### src/hdl/arfg_cfg.svh
// Register addresses, field positions and reset values of the result and gain block.
`ifndef ARFG_CFG_SVH
`define ARFG_CFG_SVH
// ----------------------------------------------------------------
// Register addresses on the special function register bus
// ----------------------------------------------------------------
`define ARFG_ADDR_RES_HI 8'hbe
`define ARFG_ADDR_RES_LO 8'hbd
`define ARFG_ADDR_CFG    8'hbc
`define ARFG_ADDR_CTL    8'hf8
// ----------------------------------------------------------------
// Reset values and field positions
// ----------------------------------------------------------------
`define ARFG_CFG_RST     8'hf8
`define ARFG_CTL_RST     8'h00
`define ARFG_RES_RST     16'h0000
`define ARFG_GAIN_EN_BIT 0
`define ARFG_RPT_LSB     1
`define ARFG_LJST_BIT    2
// ----------------------------------------------------------------
// Indirect gain addresses, reset values and scaling
// ----------------------------------------------------------------
`define ARFG_GADDR_HI    8'h04
`define ARFG_GADDR_LO    8'h07
`define ARFG_GADDR_EXTRA 8'h08
`define ARFG_GAIN_HI_RST 8'hfc
`define ARFG_GAIN_LO_RST 4'h0
`define ARFG_EXTRA_RST   1'b1
`define ARFG_EXTRA_UNIT  13'h0040
`endif

### src/hdl/arfg_pkg.sv
// Types shared by the result formatting and gain access block.
package arfg_pkg;
  // Repeat count codes: 1, 4, 8 or 16 accumulated conversions.
  typedef enum logic [1:0] {
    ARFG_RPT_1  = 2'h0,
    ARFG_RPT_4  = 2'h1,
    ARFG_RPT_8  = 2'h2,
    ARFG_RPT_16 = 2'h3
  } arfg_rpt_t;
  // Accumulator states, one-hot.
  typedef enum logic [1:0] {
    ARFG_ST_IDLE = 2'h1,
    ARFG_ST_ACC  = 2'h2
  } arfg_acc_st_t;
endpackage

### src/hdl/arfg_accum.sv
// Sample accumulator that sums a series of conversions.
`timescale 1ns/1ps
`default_nettype none
module arfg_accum
  import arfg_pkg::*;
#(
  parameter int SAMPLE_W = 12,
  parameter int SUM_W    = 16
) (
  input  wire logic                ref_clk,
  input  wire logic                rst_n,
  input  wire logic                sample_valid,
  input  wire logic [SAMPLE_W-1:0] sample,
  input  wire arfg_rpt_t           rpt_sel,
  input  wire logic                restart,
  output logic      [SUM_W-1:0]    sum_q,
  output logic                     done_q
);
  // ----------------------------------------------------------------
  // Elaboration check
  // ----------------------------------------------------------------
  // Sixteen samples need four bits of headroom above the sample width.
  if (SUM_W < SAMPLE_W + 4) begin : g_chk
    $error("arfg_accum: SUM_W too narrow for sixteen samples");
  end

  arfg_acc_st_t     st_q, st_d;      // Series in progress or not.
  logic [3:0]       cnt_q, cnt_d;    // Samples already taken in the series.
  logic [SUM_W-1:0] acc_q, acc_d;    // Running partial sum.
  logic [SUM_W-1:0] sum_d;           // Next published sum.
  logic             done_d;          // Next completion pulse.
  logic [3:0]       last_idx;        // Index of the final sample.
  logic [SUM_W-1:0] acc_in;          // Partial sum feeding the adder.
  logic [SUM_W-1:0] sum_next;        // Partial sum plus the new sample.

  // ----------------------------------------------------------------
  // Next-state logic
  // ----------------------------------------------------------------
  // Each sample is added unsigned; only the final one publishes.
  always_comb begin
    case (rpt_sel)
      ARFG_RPT_4:  last_idx = 4'h3;
      ARFG_RPT_8:  last_idx = 4'h7;
      ARFG_RPT_16: last_idx = 4'hf;
      default:     last_idx = 4'h0;
    endcase
    case (st_q)
      ARFG_ST_ACC: acc_in = acc_q;
      default:     acc_in = '0;
    endcase
    sum_next = acc_in + SUM_W'(sample);
    st_d   = st_q;
    cnt_d  = cnt_q;
    acc_d  = acc_q;
    sum_d  = sum_q;
    done_d = 1'b0;
    if (restart) begin
      // A new repeat setting abandons any partial series.
      st_d  = ARFG_ST_IDLE;
      cnt_d = 4'h0;
      acc_d = '0;
    end else if (sample_valid) begin
      if (cnt_q == last_idx) begin
        // Final sample: publish the whole sum at once.
        sum_d  = sum_next;
        done_d = 1'b1;
        st_d   = ARFG_ST_IDLE;
        cnt_d  = 4'h0;
      end else begin
        acc_d = sum_next;
        cnt_d = cnt_q + 4'h1;
        st_d  = ARFG_ST_ACC;
      end
    end
  end

  // ----------------------------------------------------------------
  // State registers
  // ----------------------------------------------------------------
  always_ff @(posedge ref_clk or negedge rst_n) begin
    if (!rst_n) begin
      st_q   <= ARFG_ST_IDLE;
      cnt_q  <= 4'h0;
      acc_q  <= '0;
      sum_q  <= '0;
      done_q <= 1'b0;
    end else begin
      st_q   <= st_d;
      cnt_q  <= cnt_d;
      acc_q  <= acc_d;
      sum_q  <= sum_d;
      done_q <= done_d;
    end
  end
endmodule
`default_nettype wire

### src/hdl/arfg_top.sv
// Result formatting, accumulation and indirect gain access for the converter.
`timescale 1ns/1ps
`default_nettype none
`include "arfg_cfg.svh"
// Summary of operation
// - Single conversion gives 12-bit result each time.
// - Justify bit picks right or left placement for single conversions.
// - Unused result bits always read zero.
// - Repeat series updates result after last sample.
// - Accumulated result is plain binary sample sum.
// - Gain is 13 bits in three registers.
// - Extra bit adds one sixty-fourth gain.
// - Reset gives 0xFC, 0x00, extra one.
// - Gain equals word/4096 plus extra/64.
// - Enabled: high byte addresses, low byte loads.
// - Gain registers are write-only, never read.
// - Gain addresses 0x04, 0x07, 0x08.
// - Repeat code selects 1, 4, 8, 16.
module arfg_top
  import arfg_pkg::*;
#(
  parameter int SAMPLE_W = 12,
  parameter int SUM_W    = 16
) (
  input  wire logic                ref_clk,
  input  wire logic                rst_n,
  input  wire logic [7:0]          sfr_addr,
  input  wire logic [7:0]          sfr_wdata,
  input  wire logic                sfr_wr,
  input  wire logic                sfr_rd,
  input  wire logic                sample_valid,
  input  wire logic [SAMPLE_W-1:0] sample,
  output logic      [7:0]          sfr_rdata_q,
  output logic      [7:0]          config_q,
  output logic      [7:0]          control_q,
  output logic      [7:0]          gain_word_high_q,
  output logic      [3:0]          gain_word_low_q,
  output logic                     extra_gain_bit_q,
  output logic      [12:0]         gain_scaled_q,
  output logic                     result_update_q
);
  // ----------------------------------------------------------------
  // Elaboration check
  // ----------------------------------------------------------------
  // The result registers are two bytes and hold a 12-bit sample, right- or left-justified, or a 16-bit sum.
  if (SAMPLE_W != 12 || SUM_W != 16) begin : g_chk
    $error("arfg_top: result format needs SAMPLE_W 12 and SUM_W 16");
  end

  // ----------------------------------------------------------------
  // Declarations
  // ----------------------------------------------------------------
  logic [15:0]      result_q, result_d;    // Formatted result word.
  logic [7:0]       gaddr_q, gaddr_d;      // Indirect gain address latch.
  logic [7:0]       config_d;              // Next configuration byte.
  logic [7:0]       control_d;             // Next control byte.
  logic [7:0]       gain_hi_d;             // Next upper gain byte.
  logic [3:0]       gain_lo_d;             // Next lower gain nibble.
  logic             extra_d;               // Next extra-gain bit.
  logic [12:0]      scaled_d;              // Next effective gain numerator.
  logic [7:0]       rdata_d;               // Next read data.
  logic             wr_cfg;                // Configuration write strobe.
  logic             wr_hi;                 // Result high byte write strobe.
  logic             wr_lo;                 // Result low byte write strobe.
  logic             gain_en;               // Gain access enable.
  logic             ljst;                  // Justify select.
  arfg_rpt_t        rpt_sel;               // Repeat count select.
  logic [SUM_W-1:0] acc_sum;               // Published sum from the accumulator.
  logic             acc_done;              // Series complete pulse.

  assign wr_cfg  = sfr_wr && sfr_addr == `ARFG_ADDR_CFG;
  assign wr_hi   = sfr_wr && sfr_addr == `ARFG_ADDR_RES_HI;
  assign wr_lo   = sfr_wr && sfr_addr == `ARFG_ADDR_RES_LO;
  assign gain_en = config_q[`ARFG_GAIN_EN_BIT];
  assign ljst    = control_q[`ARFG_LJST_BIT];
  assign rpt_sel = arfg_rpt_t'(config_q[`ARFG_RPT_LSB +: 2]);

  // ----------------------------------------------------------------
  // Accumulator
  // ----------------------------------------------------------------
  // A write to the configuration register restarts any partial series.
  arfg_accum #(
    .SAMPLE_W (SAMPLE_W),
    .SUM_W    (SUM_W)
  ) u_accum (
    .ref_clk      (ref_clk),
    .rst_n        (rst_n),
    .sample_valid (sample_valid),
    .sample       (sample),
    .rpt_sel      (rpt_sel),
    .restart      (wr_cfg),
    .sum_q        (acc_sum),
    .done_q       (acc_done)
  );

  // ----------------------------------------------------------------
  // Result formatting
  // ----------------------------------------------------------------
  // Left placement applies only to single conversions; a repeat series is
  // always shown right-justified, so a software slip cannot overflow the word.
  always_comb begin
    result_d = result_q;
    if (acc_done) begin
      if (ljst && rpt_sel == ARFG_RPT_1) begin
        result_d = {acc_sum[SAMPLE_W-1:0], 4'h0};
      end else begin
        result_d = acc_sum;
      end
    end
  end

  // ----------------------------------------------------------------
  // Control registers and indirect gain access
  // ----------------------------------------------------------------
  // The gain registers change only through the indirect path while enabled.
  always_comb begin
    config_d  = config_q;
    control_d = control_q;
    gaddr_d   = gaddr_q;
    gain_hi_d = gain_word_high_q;
    gain_lo_d = gain_word_low_q;
    extra_d   = extra_gain_bit_q;
    if (wr_cfg) begin
      config_d = sfr_wdata;
    end
    if (sfr_wr && sfr_addr == `ARFG_ADDR_CTL) begin
      control_d = sfr_wdata;
    end
    if (gain_en) begin
      if (wr_hi) begin
        gaddr_d = sfr_wdata;
      end
      if (wr_lo) begin
        case (gaddr_q)
          `ARFG_GADDR_HI:    gain_hi_d = sfr_wdata;
          `ARFG_GADDR_LO:    gain_lo_d = sfr_wdata[7:4];
          `ARFG_GADDR_EXTRA: extra_d = sfr_wdata[0];
          default:           gain_hi_d = gain_word_high_q;
        endcase
      end
    end
    // Effective gain in units of 1/4096: word plus 64 when the extra bit is set.
    scaled_d = {1'b0, gain_hi_d, gain_lo_d} + (extra_d ? `ARFG_EXTRA_UNIT : 13'h0000);
  end

  // ----------------------------------------------------------------
  // Read path
  // ----------------------------------------------------------------
  // Result bytes always return the result, so gain values never leak out.
  always_comb begin
    rdata_d = sfr_rdata_q;
    if (sfr_rd) begin
      case (sfr_addr)
        `ARFG_ADDR_RES_HI: rdata_d = result_q[15:8];
        `ARFG_ADDR_RES_LO: rdata_d = result_q[7:0];
        `ARFG_ADDR_CFG:    rdata_d = config_q;
        `ARFG_ADDR_CTL:    rdata_d = control_q;
        default:           rdata_d = 8'h00;
      endcase
    end
  end

  // ----------------------------------------------------------------
  // Registers
  // ----------------------------------------------------------------
  // Gain defaults give unity gain after reset.
  always_ff @(posedge ref_clk or negedge rst_n) begin
    if (!rst_n) begin
      result_q         <= `ARFG_RES_RST;
      gaddr_q          <= 8'h00;
      config_q         <= `ARFG_CFG_RST;
      control_q        <= `ARFG_CTL_RST;
      gain_word_high_q <= `ARFG_GAIN_HI_RST;
      gain_word_low_q  <= `ARFG_GAIN_LO_RST;
      extra_gain_bit_q <= `ARFG_EXTRA_RST;
      gain_scaled_q    <= 13'h1000;
      sfr_rdata_q      <= 8'h00;
      result_update_q  <= 1'b0;
    end else begin
      result_q         <= result_d;
      gaddr_q          <= gaddr_d;
      config_q         <= config_d;
      control_q        <= control_d;
      gain_word_high_q <= gain_hi_d;
      gain_word_low_q  <= gain_lo_d;
      extra_gain_bit_q <= extra_d;
      gain_scaled_q    <= scaled_d;
      sfr_rdata_q      <= rdata_d;
      result_update_q  <= acc_done;
    end
  end
endmodule
`default_nettype wire

### config.mk
export PLATFORM = sky130hd
export DESIGN_NAME = arfg_top
export DESIGN_NICKNAME = d
export VERILOG_FILES = /design/src/hdl/arfg_pkg.sv /design/src/hdl/arfg_accum.sv /design/src/hdl/arfg_top.sv
export VERILOG_INCLUDE_DIRS = /design/src /design/src/hdl
export SDC_FILE = /design/constraint.sdc
export NUM_CORES = 1
export LEC_CHECK = 0
export ABC_AREA = 1
export BUFFER_PORTS_ARGS = -buffer_cell sky130_fd_sc_hd__buf_2
export CAP_MARGIN = 20
export CORE_MARGIN = 2
export CORE_UTILIZATION = 49
export DETAILED_ROUTE_END_ITERATION = 7
export GPL_ROUTABILITY_DRIVEN = 0
export PLACE_DENSITY = 0.73
export SLEW_MARGIN = 5
export SYNTH_ARGS = -nofsm -noshare
export SYNTH_HDL_FRONTEND = slang
export SYNTH_HIERARCHICAL = 1
export SYNTH_SLANG_ARGS = --single-unit
export TNS_END_PERCENT = 30
### constraint.sdc
create_clock -name ref_clk -period 2.2 [get_ports ref_clk]
set_input_delay 0.66 -clock ref_clk [delete_from_list [all_inputs] [get_ports ref_clk]]
set_output_delay 0.66 -clock ref_clk [all_outputs]
set_load 0.1 [all_outputs]
==> flow_summary.ini, run 1 <==
[setup_path]
worstSetupStartpointType = register
cp_top_family = simple AND/OR/NAND/NOR gates
crit_top_cell = nand2_1
path_max_fanout = 6
cp.required_ns = 2.46
critPathBufInv = 2
arrival_ns = 2.46
endpoint_kind = register
slowest_stage = dfstp_2
critPathKind = reg2reg
slowest_delay_ns = 0.54
crit_chain = inv_2 -> nand2_4 -> buf_4 -> nor2_1 -> ha_1 -> or2_2 -> and2_1 -> nand2_1 -> nand2_1 -> xor2_2 -> nand2_1 -> nand2_1

[final_layout]
regArea_um2 = 2720
design_area_um2 = 7080
fin_nets = 881
nFillCells = 974
syn2layout_area_growth_pct = 23.5
layout-drive-gt1-share_pct = 30.6
multiInputGateArea_um2 = 2730
diodes = 0

[clocking]
root_buffer = clkbuf_16
cts_buffers = 9
cts_tree = done
clkLatencyLatePin_ns = 0.36
clock-sinks = 108
htreeDepth = 3
path_clk_slew_ns = 0.08
clock_path_buffers = 2

[global_route]
grt_max_degree = 50
grt_pass1_vias = 4906
antenna_found_initial = 0
grt_usage_pct = 22.8
grt_first_pass_wirelength_um = 23200
overflow = 0

[timing]
max_freq_mhz = 456
fin_crit_sh_pct = 99.8
finalHoldViolations = 0
fin_skew_ns = 0.0105
maxSlewViolCount = 0
rsz0062_at_grt = true
setup_viol = 0
relSlewSlack_pct = 55.2
worst_pin_slew_ns = 0.673
fin_tns_setup_ns = 0
timing.final.crit_period_ns = 2.19

[power_and_ir_drop]
p_comb_share_pct = 34.8
ir_drop_mv = 0.621
p_int_mw = 4.07
switching_power_mw = 2.47
clockPowerShare_pct = 23.9
sequentialPowerShare_pct = 41.3
powerDensity_nw_per_um2 = 924
p_sw_share_pct = 37.7
p_leak_nw = 3.77

[yosys]
synth_area_per_cell_um2 = 8.05
yosysMostFrequentCell = nand2_1
synth_fp_nets = 761
yosysTopAreaCellShare_pct = 41.0
synth_ff_type = dfrtp_1
ys_seq_elements = 108
ys_seq_area_share_pct = 47.5
synthTopCellsByArea = dfrtp_1 41%, nand2_1 14%, dfstp_2 6.4%
ys_types = 42
syn_area_um2 = 5730
synthTopCellsByCount = 208 x nand2_1, 97 x inv_1, 94 x dfrtp_1
synthesis.instances = 712
async_flop_share_pct = 100
yosysTopAreaCell = dfrtp_1
synth_edf_count = 0
ys.warnings.count = 6

[routing]
final_antenna_net_count = 0
postRouteWirelength_um = 14300
drc = 0
vias = 5089
avgRoutedWirePerCell_um = 14.6
drt_first_pass_iters = 4
viasPerCell = 5.19
drt_iter0_drc = 417

[worst_hold_path]
min_path_type = in2async

[die]
die_area_um2 = 12600
ios = 84
core.rowCount = 39
start_util_pct = 50.2
die_y_um = 112
coreArea_um2 = 11400
die_w_um = 112

[status]
status = complete, no violations

[placement]
portBuffers = 83
dpl-instance-area_um2 = 6520
hpwl_um = 10500

[flow_run]
drv_cap = 0
-- metrics by stage --
stage	worst slack, ns	utilization [%]	power [mW]	hold slack, ns	std cells
2_1_floorplan	-0.0634	-	4.04	0.364	712
3_3_place_gp	-0.0892	57.1	4.57	0.457	958
3_5_place_dp	-0.194	57.1	4.64	0.459	958
4_1_cts	0.0137	59.6	6.23	0.172	974
5_1_grt	-0.0898	62.0	6.96	0.178	980
6_report	0.00536	62.0	6.54	0.178	980
-- cell families (layout without fill, tap and decap cells) --
family	after synthesis	in the layout	share of synthesized area, %
muxes	1	1	0.175
DFF	108	108	47.5
adders and majority gates	16	16	3.62
buffers and inverters	120	245	8.99
xor gates and xnor gates	10	10	1.53
AOI/OAI and AO/OA	103	103	10.2
and+or+nand+nor	354	354	28.1
-- sequential cells by signal (all words and copies together) (netlist names) --
register,cells
config_q,8
control_q,8
extra_gain_bit_q,1
gaddr_q,8
gain_scaled_q,13
gain_word_high_q,6
result_q,16
result_update_q,1
sfr_rdata_q,8
u_accum/acc_q,16
u_accum/cnt_q,4
u_accum/done_q,1
u_accum/st_q,2
u_accum/sum_q,16
-- placed cells by master, fill, tap and decap left out, types with 2 or more instances in the layout --
cell / Yosys / layout
nand2_1: 208 / 189
inv_1: 97 / 94
dfrtp_1: 94 / 93
buf_2: 2 / 82
nor2_1: 56 / 46
o21ai_0: 46 / 45
buf_4: 6 / 43
nand3_1: 42 / 34
nand2_2: 10 / 28
o22ai_1: 28 / 28
o21ai_1: 14 / 14
dfstp_2: 14 / 14
nor2_2: 4 / 13
nand3_2: 3 / 11
ha_1: 15 / 9
clkbuf_16: 0 / 9
xor2_1: 9 / 8
nor2_4: 6 / 7
inv_2: 3 / 6
a21oi_2: 1 / 6
ha_4: 0 / 6
nand2_4: 4 / 5
nand4_1: 5 / 5
inv_6: 0 / 4
nor3_1: 3 / 3
o21bai_1: 3 / 3
or2_2: 3 / 3
nor2_8: 2 / 2
o21ai_2: 1 / 2
nand4_2: 2 / 2
clkinvlp_4: 0 / 2
buf_12: 0 / 2
a21oi_1: 7 / 2
nand3b_1: 2 / 2
-- worst paths after layout --
check / start / to / slack (ns) / depth (start not counted)
max: u_accum/st_q[0] / u_accum/sum_q[8] / 0.005 / 12
min: rst_n / gaddr_q[5] / 0.18 / 1
max reg2reg: u_accum/st_q[0] / u_accum/sum_q[8] / 0.005 / 12
min reg2reg: sfr_rdata_q[2] / sfr_rdata_q[2] / 0.48 / 2
max in group asynchronous: rst_n / u_accum/st_q[0] / 1.44 / 2
min in group ref_clk: sfr_rdata_q[2] / sfr_rdata_q[2] / 0.48 / 2
-- worst register-to-register path: stages, from the launching register on --
cell and delay, ns:
dfstp_2 0.54, inv_2 0.05, nand2_4 0.12, buf_4 0.13, nor2_1 0.03, ha_1 0.28
or2_2 0.30, and2_1 0.21, nand2_1 0.07, nand2_1 0.09, xor2_2 0.17, nand2_1 0.07
nand2_1 0.04
-- power groups by stage --
stage          sequential [mW]  clock, mW  combinational, mW
4_1_cts                   2.69       1.60               1.93
3_5_place_dp              2.72          0               1.92
2_1_floorplan             2.85          0               1.20
5_1_grt                   2.75       1.69               2.52
6_report                  2.70       1.56               2.28
3_3_place_gp              2.71          0               1.86
-- metal layers --
metal | vias to the layer above | track usage (%) | part of all wire (%)
met3 | 18 | 4.00 | 4.6
met4 | 0 | 8.29 | 1.7
met1 | 2428 | 29.7 | 44
met2 | 140 | 38.3 | 50
met5 | - | 0 | 0
li1 | 2503 | - | -
-- area by class of cell --
class	instances	area share, %
Multi-Input combinational cell	484	38.5
Clock buffer	9	3.18
Inverter	101	5.39
Tap cell	143	2.53
Timing Repair Buffer	128	11.1
Clock inverter	7	0.831
Sequential cell	108	38.5
-- repair_timing --
action	4_1_cts	5_1_grt
gates resized for setup	3	55
hold buffers	0	0
gates cloned	0	0
endpoints found under the setup margin	22	26
pin swaps	0	30
buffers inserted	0	6
Note: power is estimated with default switching activity, not from simulation.
==> run 2, diff against run 1 <==
--- a/config.mk
+++ b/config.mk
@@ -10,10 +10,10 @@
 export BUFFER_PORTS_ARGS = -buffer_cell sky130_fd_sc_hd__buf_2
 export CAP_MARGIN = 20
 export CORE_MARGIN = 2
-export CORE_UTILIZATION = 49
+export CORE_UTILIZATION = 60
 export DETAILED_ROUTE_END_ITERATION = 7
 export GPL_ROUTABILITY_DRIVEN = 0
-export PLACE_DENSITY = 0.73
+export PLACE_DENSITY = 0.83
 export SLEW_MARGIN = 5
 export SYNTH_ARGS = -nofsm -noshare
 export SYNTH_HDL_FRONTEND = slang
==> constraint.sdc (replaced) <==
create_clock -name ref_clk -period 2.68 [get_ports ref_clk]
set_input_delay 0.804 -clock ref_clk [delete_from_list [all_inputs] [get_ports ref_clk]]
set_output_delay 0.804 -clock ref_clk [all_outputs]
set_load 0.1 [all_outputs]
==> run 2 against run 1 <==
  * Global-route usage increased by 4.4 points
  * Cell count decreased by 5.2%
  * First-iteration DRC count decreased by 29%
  * Flip-flop and latch count unchanged
  * Combinational power decreased by 34%
  * Worst hold slack improved by 0.21 ns
  * Highest routed layer unchanged
  * Clock power decreased by 34%
  * Non-clock buffer count decreased by 37
  * Worst setup slack improved by 0.27 ns
  * Critical path depth increased by 1
  * Power decreased by 27%
==> flow_summary.ini, run 2 (same netlist as run 1, synthesis figures left out) <==
[status]
status = complete, no violations

[setup_path]
worstSetupStartpointType = register
slowest_stage = dfstp_2
path_max_fanout = 7
critPathKind = reg2reg
slowest_delay_ns = 0.54
crit_chain = inv_1 -> nand2_2 -> nor2_1 -> ha_1 -> fa_1 -> nand2_1 -> nand2_1 -> and2_1 -> nand2_1 -> nand2_1 -> xor2_1 -> nand2_1 -> nand2_1
arrival_ns = 2.70
endpoint_kind = register
cp.required_ns = 2.98
crit_top_cell = nand2_1

[clocking]
clock-sinks = 108
cts_tree = done
clock_path_buffers = 2
root_buffer = clkbuf_8
cts_buffers = 9
clkLatencyLatePin_ns = 0.37
path_clk_slew_ns = 0.10
htreeDepth = 3
cts_setup_buffers = 0

[routing]
final_antenna_net_count = 0
vias = 5048
drt_iter0_drc = 297
highest_layer = met4
routed-wl-met3_um = 806
drt-met1-wl_um = 5960
wl_met2_um = 6350
drt_first_pass_iters = 5
drc = 0
avgRoutedWirePerCell_um = 14.5
postRouteWirelength_um = 13400
viasPerCell = 5.43

[timing]
fin_crit_sh_pct = 89.6
fin_tns_setup_ns = 0
worst_pin_slew_ns = 0.802
holdWs_ns = 0.383
relSlewSlack_pct = 46.5
maxSlewViolCount = 0
setup_viol = 0
rsz0062_at_grt = false
max_freq_mhz = 416
timing.final.crit_period_ns = 2.40
finalHoldViolations = 0
fin_skew_ns = 0.0145

[final_layout]
utilization_pct = 69.9
syn2layout_area_growth_pct = 12.6
reg_top3 = result_q x16, u_accum/acc_q x16, u_accum/sum_q x16
layout_commonest_cell = nand2_1
final_cell_mix = 207 x nand2_1, 97 x inv_1, 94 x dfrtp_1, 82 x buf_2, 56 x nor2_1
diodes = 0
fin_nets = 844
layout-drive-gt1-share_pct = 20.6
nFillCells = 725
design_area_um2 = 6450

[flow_run]
drv_cap = 0

[power_and_ir_drop]
power.total_mw = 4.75
ir_drop_mv = 0.410
clockPowerShare_pct = 21.6
p_int_mw = 2.93
switching_power_mw = 1.82
p_leak_nw = 3.53
p_comb_share_pct = 31.6
p_sw_share_pct = 38.3
sequentialPowerShare_pct = 46.7
powerDensity_nw_per_um2 = 735

[placement]
hpwl_um = 10000
dpl-instance-area_um2 = 6250
portBuffers = 83

[die]
coreArea_um2 = 9240
die_y_um = 102
die_area_um2 = 10400
core.rowCount = 35
ios = 84
die_w_um = 102
start_util_pct = 62.0

[global_route]
grt_first_pass_wirelength_um = 22100
antenna_found_initial = 0
grt_usage_pct = 27.1
grt_max_degree = 53
grt_pass1_vias = 4637
overflow = 0

[worst_hold_path]
min_path_type = in2async
## run 2: path summary, 6_finish.rpt
kind / from / slack [ns] / cells past startpoint / to
min in group ref_clk: u_accum/acc_q[1] / 0.48 / 2 / u_accum/acc_q[1]
max in group asynchronous: rst_n / 1.59 / 2 / gain_word_high_q[6]
worst min register to register: u_accum/acc_q[1] / 0.48 / 2 / u_accum/acc_q[1]
worst max register to register: u_accum/st_q[0] / 0.28 / 13 / u_accum/acc_q[8]
worst min-delay path: rst_n / 0.38 / 1 / sfr_rdata_q[2]
worst max-delay path: u_accum/st_q[0] / 0.28 / 13 / u_accum/acc_q[8]
## run 2: cell type report
class / instances / area (um2) / area share [%]
inverters: 101 / 382 / 5.91
clock inverters: 7 / 78.8 / 1.22
well taps: 129 / 161 / 2.50
flip-flops and latches: 108 / 2720 / 42.1
repair buffers: 91 / 490 / 7.60
multi-input cells: 484 / 2500 / 38.7
clock buffers: 9 / 124 / 1.92
## run 2: routing by layer
layer	up-vias	global-route usage [%]
li1	2431	-
met1	2387	38.1
met2	206	43.5
met3	24	3.11
met4	0	10.6
met5	-	0
## run 2: per-stage QoR
stage               std cells  setup slack, ns
global route              929           0.0914
finish                    929            0.278
global placement          913            0.198
detailed placement        913           0.0730
floorplan                 712           0.0330
CTS                       929            0.206
## run 2: critical path: cells and delay by family (launching register included)
| family | cells | cell delay (ns) |
|---|---|---|
| xor gates and xnor gates | 1 | 0.23 |
| adders and majority gates | 2 | 0.60 |
| buffers and inverters | 1 | 0.10 |
| DFF | 1 | 0.54 |
| and+or+nand+nor | 9 | 0.86 |
## run 2: timing repair
action | CTS | global route
gates resized for setup | 0 | 1
endpoints found under the setup margin | 0 | 2
hold buffers | 0 | 0
## run 2: power by group through the flow
stage | logic, mW | clock network (mW) | registers, mW
global route | 1.69 | 1.10 | 2.26
detailed placement | 1.48 | 0 | 2.24
floorplan | 0.982 | 0 | 2.33
finish | 1.50 | 1.03 | 2.22
global placement | 1.42 | 0 | 2.22
CTS | 1.50 | 1.03 | 2.21
==> run 3, diff against run 2 <==
--- a/config.mk
+++ b/config.mk
@@ -9,7 +9,6 @@
 export ABC_AREA = 1
 export BUFFER_PORTS_ARGS = -buffer_cell sky130_fd_sc_hd__buf_2
 export CAP_MARGIN = 20
-export CORE_MARGIN = 2
 export CORE_UTILIZATION = 60
 export DETAILED_ROUTE_END_ITERATION = 7
 export GPL_ROUTABILITY_DRIVEN = 0
==> run 3 against run 2 <==
  * Final area up 0.54%
  * Die area down 3.9%
  * Core utilization up 0.38 points
  * Clock-buffer cell count unchanged
  * Routed wire length up 0.19%
  * Non-clock buffer count up 1
  * Cell count up 0.11%
==> flow_summary.ini, run 3 (same netlist as run 1, synthesis figures left out) <==
[status]
status = complete, no violations

[timing]
relSlewSlack_pct = 46.2
holdWs_ns = 0.355
fin_tns_setup_ns = 0
max_freq_mhz = 401
setup_ws_ns = 0.185
timing.final.crit_period_ns = 2.50
finalHoldViolations = 0
rsz0062_at_grt = false
fin_crit_sh_pct = 93.1
worst_pin_slew_ns = 0.807
setup_viol = 0
fin_skew_ns = 0.0124
maxSlewViolCount = 0

[setup_path]
critPathKind = reg2reg
endpoint_kind = register
r2r_cells = 14
cp.required_ns = 2.94
regToRegEndpoint = u_accum/sum_q[11]
arrival_ns = 2.76
reg2reg_slack_ns = 0.18
r2r-start = u_accum/st_q[0]
path_max_fanout = 9
slowest_stage = dfstp_2
crit_top_cell = nand2_1
crit_chain = inv_1 -> nand2_1 -> buf_4 -> nor2_1 -> ha_1 -> nand2_1 -> nor2_1 -> nand3_1 -> nand2_1 -> nand2_1 -> nand2_1 -> nand2_1 -> nand3_1 -> nand2_1
cp_top_family = simple AND/OR/NAND/NOR gates
worstSetupStartpointType = register
slowest_delay_ns = 0.55
critPathBufInv = 2

[routing]
drt_first_pass_iters = 6
vias = 5095
viasPerCell = 5.48
final_antenna_net_count = 0
postRouteWirelength_um = 13500
avgRoutedWirePerCell_um = 14.5
drt_iter0_drc = 309
drc = 0

[power_and_ir_drop]
power.total_mw = 4.84
p_leak_nw = 3.54
powerDensity_nw_per_um2 = 746
ir_drop_mv = 0.412

[clocking]
clock-sinks = 108
clock_path_buffers = 2
root_buffer = clkbuf_8
path_clk_slew_ns = 0.11
clkLatencyLatePin_ns = 0.36
cts_setup_buffers = 0
cts_buffers = 9
cts_tree = done
htreeDepth = 3

[global_route]
grt_first_pass_wirelength_um = 22700
grt_max_degree = 45
antenna_found_initial = 0
overflow = 0
grt_pass1_vias = 4813
grt_usage_pct = 28.8

[final_layout]
fin_nets = 845
final_cell_mix = 208 x nand2_1, 97 x inv_1, 94 x dfrtp_1, 82 x buf_2, 56 x nor2_1
syn2layout_area_growth_pct = 13.2
layout_commonest_cell = nand2_1
nFillCells = 720
reg_top3 = result_q x16, u_accum/acc_q x16, u_accum/sum_q x16
layout-drive-gt1-share_pct = 20.7
utilization_pct = 70.2
diodes = 0

[die]
die_w_um = 99.7
die_y_um = 99.7
die_area_um2 = 9950
core.rowCount = 35
start_util_pct = 62.0
ios = 84
coreArea_um2 = 9240

[placement]
hpwl_um = 10000
place_ws_ns = 0.103
portBuffers = 83

[flow_run]
drv_cap = 0

[worst_hold_path]
min_path_type = in2async
## run 3: cell count changes in the layout (fill, tap and decap cells not counted), sizes merged
cell,change
bufinv,+1
clkinvlp,+1
buf,+1
inv,-1
clkinv,-1
## run 3: repair_timing
action / in CTS / in global routing
hold buffers: 0 / 0
setup endpoints to repair: 0 / 2
gates resized for setup: 0 / 1
## run 3: area by class of cell
class	instances	area (um2)	share of cell area (%)
Inverter	101	382	5.88
Multi-Input combinational cell	484	2500	38.5
Tap cell	129	161	2.49
Sequential cell	108	2720	41.9
Timing Repair Buffer	92	498	7.67
Clock inverter	7	105	1.62
Clock buffer	9	124	1.91
## run 3: power breakdown
part / internal [mW] / leakage [nW] / switching, mW
Combinational: 0.497 / 2.12 / 1.01
Sequential: 1.98 / 1.31 / 0.234
Clock: 0.541 / 0.112 / 0.576
Total: 3.02 / 3.54 / 1.82
## run 3: worst reg2reg max path, cell delays in order, from the launching register on
cell and delay, ns:
dfstp_2 0.55, inv_1 0.10, nand2_1 0.22, buf_4 0.22
nor2_1 0.06, ha_1 0.35, nand2_1 0.12, nor2_1 0.12
nand3_1 0.07, nand2_1 0.16, nand2_1 0.11, nand2_1 0.08
nand2_1 0.06, nand3_1 0.11, nand2_1 0.07
## run 3: metrics by stage
stage	instances	instance area [um2]
4_1_cts	930	6490
3_3_place_gp	914	6260
5_1_grt	930	6490
6_report	930	6490
3_5_place_dp	914	6260
2_1_floorplan	712	5730
## run 3: worst max-delay path by stage
stage                    startpoint  slack (ns)  cells past startpoint           endpoint
finish              u_accum/st_q[0]        0.18                     14  u_accum/sum_q[11]
global route        u_accum/st_q[0]        0.03                     14  u_accum/acc_q[15]
CTS                 u_accum/st_q[0]        0.21                     11  u_accum/acc_q[14]
detailed placement      sfr_addr[1]        0.10                     12  gain_scaled_q[12]
global placement        sfr_addr[6]        0.20                     15  gain_scaled_q[10]
floorplan               config_q[0]        0.03                      9  gain_scaled_q[10]
## run 3: metal layers
layer | GRT usage (%) | wire (um) | vias to the layer above
met5 | 0 | 0 | -
met4 | 11.2 | 393 | 0
met3 | 3.72 | 829 | 36
met2 | 46.8 | 6320 | 225
met1 | 39.6 | 5910 | 2407
li1 | - | - | 2427
